### src/rtl/pcg_pkg.sv
// Purpose: Shared constants for the peripheral clock gating block
// Assumes: One system clock, one instruction cycle per cy_en pulse
// Notes:   Reset values of the gate bits live here
package pcg_pkg;
  // ----------------------------------------
  // Sizes and reset values
  // ----------------------------------------
  localparam int          NUM_MODULES    = 8;
  localparam int          GATE_DELAY_CY  = 1;
  localparam logic [7:0]  IMPL_DEFAULT   = 8'hFF;
  localparam logic [7:0]  GATE_RESET     = 8'h00;
  localparam int          CY_DIV_DEFAULT = 2;
endpackage : pcg_pkg

### src/rtl/pcg_gate.sv
// Purpose: Per-module disable bits that stop module clocks and freeze register access
// Assumes: Software bits arrive on the system clock; module clocks are enables
// Notes:   Gates act one instruction cycle after the bit changes
//
// Contract
// - A set disable bit stops every clock feeding that module.
// - While disabled, writes to the module registers are blocked at once; reads are flagged invalid from the next clock.
// - A module runs only when its bit is clear and it is implemented.
// - Implemented modules leave reset with their disable bit clear.
// - Setting a bit disables the module one instruction cycle later.
// - Clearing a bit re-enables the module one instruction cycle later if its own control asks to run.
`timescale 1ns/1ps
module pcg_gate #(
  parameter int                NUM_MODULES = pcg_pkg::NUM_MODULES,
  parameter logic [NUM_MODULES-1:0] IMPL   = pcg_pkg::IMPL_DEFAULT[NUM_MODULES-1:0],
  parameter int                CY_DIV      = pcg_pkg::CY_DIV_DEFAULT
) (
  input  wire logic                   clk,
  input  wire logic                   rst,
  input  wire logic                   cy_en,
  input  wire logic                   gate_we,
  input  wire logic [NUM_MODULES-1:0] gate_wdata,
  input  wire logic [NUM_MODULES-1:0] mod_ctrl_on,
  input  wire logic [NUM_MODULES-1:0] mod_reg_we,
  output logic      [NUM_MODULES-1:0] module_clock_gate_bits,
  output logic      [NUM_MODULES-1:0] mod_clk_en,
  output logic      [NUM_MODULES-1:0] mod_reg_we_ok,
  output logic      [NUM_MODULES-1:0] mod_rd_valid,
  output logic      [NUM_MODULES-1:0] mod_active
);

  // ----------------------------------------
  // Software disable bits
  // ----------------------------------------
  logic [NUM_MODULES-1:0] gate_bits;
  logic [NUM_MODULES-1:0] gate_applied;

  always_ff @(posedge clk or posedge rst) begin
    if (rst) begin
      gate_bits <= pcg_pkg::GATE_RESET[NUM_MODULES-1:0];
    end else if (gate_we) begin
      // Absent modules get their bit forced set on each write; reset still clears it
      gate_bits <= gate_wdata | ~IMPL;
    end
  end

  always_ff @(posedge clk or posedge rst) begin
    if (rst) begin
      gate_applied <= pcg_pkg::GATE_RESET[NUM_MODULES-1:0];
    end else if (cy_en) begin
      gate_applied <= gate_bits;
    end
  end

  // ----------------------------------------
  // Gated enables
  // ----------------------------------------
  logic [NUM_MODULES-1:0] next_clk_en;

  assign mod_active = ~gate_applied & IMPL;

  always_comb begin
    next_clk_en = mod_active & mod_ctrl_on;
  end

  // registered enable
  // Enable changes only at a system clock edge, so a module never sees a cut pulse
  always_ff @(posedge clk or posedge rst) begin
    if (rst) begin
      mod_clk_en <= '0;
    end else begin
      mod_clk_en <= next_clk_en;
    end
  end

  assign mod_reg_we_ok = mod_reg_we & mod_active;

  always_ff @(posedge clk or posedge rst) begin
    if (rst) begin
      mod_rd_valid <= '0;
    end else begin
      mod_rd_valid <= mod_active;
    end
  end

  assign module_clock_gate_bits = gate_bits;

  // ----------------------------------------
  // Checks
  // ----------------------------------------
  genvar g;
  generate
    for (g = 0; g < NUM_MODULES; g++) begin : g_chk
      a_clk_stops: assert property (@(posedge clk) disable iff (rst)
        gate_applied[g] |=> !mod_clk_en[g])
        else $error("module clock runs while disabled");
      a_write_block: assert property (@(posedge clk) disable iff (rst)
        !mod_active[g] |-> !mod_reg_we_ok[g])
        else $error("write passed to disabled module");
      a_absent_off: assert property (@(posedge clk) disable iff (rst)
        !IMPL[g] |-> !mod_active[g] && !mod_rd_valid[g])
        else $error("absent module active");
      a_set_delay: assert property (@(posedge clk) disable iff (rst)
        cy_en && gate_bits[g] |=> !mod_active[g])
        else $error("disable not applied after cycle");
      a_clear_delay: assert property (@(posedge clk) disable iff (rst)
        cy_en && !gate_bits[g] && IMPL[g] ##1 mod_ctrl_on[g] |=> mod_clk_en[g])
        else $error("enable not restored");
      a_hold_between: assert property (@(posedge clk) disable iff (rst)
        !cy_en |=> $stable(gate_applied[g]))
        else $error("gate changed off instruction edge");
      a_no_glitch: assert property (@(posedge clk) disable iff (rst)
        $rose(mod_clk_en[g]) |-> $past(mod_active[g] && mod_ctrl_on[g]))
        else $error("clock enable without cause");
      a_write_pass: assert property (@(posedge clk) disable iff (rst)
        mod_active[g] && mod_reg_we[g] |-> mod_reg_we_ok[g])
        else $error("write lost on enabled module");
      a_read_valid: assert property (@(posedge clk) disable iff (rst)
        1'b1 |=> mod_rd_valid[g] == $past(mod_active[g]))
        else $error("read valid out of step with module state");
      a_absent_set: assert property (@(posedge clk) disable iff (rst)
        gate_we && !IMPL[g] |=> module_clock_gate_bits[g])
        else $error("absent module bit not forced");
      a_reset_on: assert property (@(posedge clk)
        $fell(rst) && IMPL[g] |-> !gate_bits[g] && !gate_applied[g])
        else $error("module not enabled after reset");
    end
  endgenerate

endmodule : pcg_gate

### config.mk
export PLATFORM = sky130hd
export DESIGN_NAME = pcg_gate
export DESIGN_NICKNAME = d
export VERILOG_FILES = /design/src/rtl/pcg_pkg.sv /design/src/rtl/pcg_gate.sv
export SDC_FILE = /design/constraint.sdc
export NUM_CORES = 1
export LEC_CHECK = 0
export ABC_AREA = 1
export BUFFER_PORTS_ARGS = -buffer_cell sky130_fd_sc_hd__buf_2
export CORE_MARGIN = 2
export CORE_UTILIZATION = 45
export CTS_CLUSTER_DIAMETER = 120
export DETAILED_ROUTE_END_ITERATION = 8
export PLACE_DENSITY = 0.82
export REMOVE_ABC_BUFFERS = 1
export SLEW_MARGIN = 20
export SYNTH_ARGS = -nofsm -noshare
export SYNTH_HDL_FRONTEND = slang
export SYNTH_SLANG_ARGS = --single-unit
### constraint.sdc
create_clock -name clk -period 2.35 [get_ports clk]
set_input_delay 0.47 -clock clk [delete_from_list [all_inputs] [get_ports clk]]
set_output_delay 0.47 -clock clk [all_outputs]
set_load 0.03 [all_outputs]
==> metrics <==
routability cong. 0.7063; commonest non-fill, non-tap cell in the layout buf_2; setup TNS 0 ns; largest net degree at the start of global routing 33; LEAKAGE 0.9854 nW; register area between 800 and 900 um^2; highest clock rate approximately 640 MHz; R2R Path Start gate_applied[5]; clk sinks 32; pwr/cell area 790.8 nW/um^2; Critical Path Start gate_applied[2]; WL final 2385 um; # DRC 0; I/O pin count between 60 and 70; Hold Path Class in -> async; buffers added on ports 67; filler cell count roughly 210; Critical Path, Cell by Cell nor2_1, buf_2; R2R Setup Slk around 1.7 ns; GR Overflow Total 0; HPWL after DPL 1895 um; Final setup viols 0; Synth Cell Area 1165 um^2; drt pass-1 iters 4; Antenna diodes 0; Design Power 1.251 mW; Starting Density 47.45%; DR WL/cell between 10 and 15 um; crit start category flip-flop; Post-DRT Antenna Nets 0; maximum VDD drop about 570 uV; worst slack, placed around 1 ns; Die W approximately 55 um; clock slew seen by the registers of the worst setup and hold paths about 0.090 ns; commonest cells after routing, fill and taps aside 67 x buf_2, 48 x nand2_1, 32 x dfrtp_1; first-pass GRT wire length 3636 um; status completed; total core area between 2000 and 2500 um^2; detailed-route via count about 980; Fin. Hold Viols 0; Layout Area Growth over Synthesis 35.77%; Fin Clk Skew 0.004589 ns; crit path max fanout 4; Worst EP required between 1.5 and 2 ns; post-synthesis sequential area ratio roughly 69%; initial antenna violation count 0; Worst path max stage delay ~0.42 ns; Die Y ~55 um; period utilization between 60% and 70%; htree depth 2; setup ws final 0.7854 ns; Slew headroom between 70 and 80%; clk root buf clkbuf_4; Cell variety after synth 6; Crit Path Category reg -> out; min cycle time layout approximately 1.6 ns; Clock Path Buffers 2; CP Capture Type primary output; Hold-fix buffers, CTS 0; Worst Path Arrival 1.09 ns; RR Endpoint gate_applied[5]; worst skew pair latency a little over 0.3 ns; slowest stage cell, crit path dfrtp_1; reg2reg path depth 2; vias per cell between 4 and 5; RSZ-0062 raised after global routing false; cell count after synthesis between 100 and 150; row count 18; nets@finish 226; Max-Cap Viols 0; syn_area_per_cell slightly above 9 um^2; layout cells sized above 1 between 30% and 40%; Num CTS Buffers 5; Worst Tran Pin Value between 0.3 and 0.4 ns; Yosys reg bits 32; GRT Util Overall about 18%; synthesis warning total 0; post_cts resized 0; final number of max-transition violations 0; vias in the first global route roughly 910; area of the multi-input gates between 200 and 250 um^2; die area ~3000 um^2; # Post-CTS Setup Buffers 0; CTS tree done; drt initial violations 20
==> state kept, by name, indices dropped and copies added (netlist names) <==
register	flops
gate_applied	8
module_clock_gate_bits	8
mod_rd_valid	8
mod_clk_en	8
==> report_power, final <==
group | internal (mW) | switching [mW] | total, mW
clock | 0.148 | 0.163 | 0.310
sequential | 0.604 | 0.0318 | 0.636
combinational | 0.0846 | 0.219 | 0.304
==> cells by family after synthesis <==
group,share of synthesized area (%)
AND/OR/NAND/NOR,20.62
flip-flops,68.74
buffers and inverters,10.63
==> metrics by stage <==
step / instance area [um^2] / utilization (%) / hold slack (ns) / cells
final: 1582 / 64.42 / 0.2138 / 229
after global routing: 1582 / 64.42 / 0.2345 / 229
after CTS: 1582 / 64.42 / 0.2068 / 229
after detailed placement: 1523 / 62.03 / 0.4607 / 221
after global placement: 1523 / 62.03 / 0.4556 / 221
after floorplan: 1142 / - / 0.4422 / 123
==> worst max-delay path, delay by kind of cell, from the launching register on <==
kind	cells	cell delay, ns
buf+inv	1	0.22
flops	1	0.42
simple gates	1	0.14
==> worst max path at each step <==
| stage | to | depth (start not counted) | slack (ns) |
|---|---|---|---|
| after floorplan | mod_reg_we_ok[0] | 2 | 0.99 |
| after global placement | mod_reg_we_ok[7] | 4 | 1.04 |
| after detailed placement | mod_reg_we_ok[2] | 4 | 1.00 |
| after CTS | mod_reg_we_ok[2] | 2 | 0.78 |
| after global routing | mod_reg_we_ok[2] | 2 | 0.71 |
| final | mod_reg_we_ok[2] | 2 | 0.79 |
==> layer usage <==
| layer | GRT usage, % | part of all wire (%) |
|---|---|---|
| met4 | 6.667 | 0 |
| met2 | 31.94 | 59 |
| met5 | 0 | 0 |
| met1 | 17.89 | 34 |
| met3 | 7.650 | 6.5 |
==> cell usage after synthesis <==
master	count	share of area (%)
buf_6	2	1.9
dfrtp_1	32	69
inv_1	25	8.1
inv_2	2	0.64
nand2_1	48	15
nor2_1	16	5.2
==> cell type report <==
| cell class | instances | area share (%) |
|---|---|---|
| well taps | 30 | 2.373 |
| repair buffers | 68 | 21.68 |
| multi-input cells | 64 | 15.19 |
| flip-flops and latches | 32 | 50.63 |
| inverters | 27 | 6.408 |
| clock buffers | 8 | 3.718 |
Power figures use the tool's default switching activity.
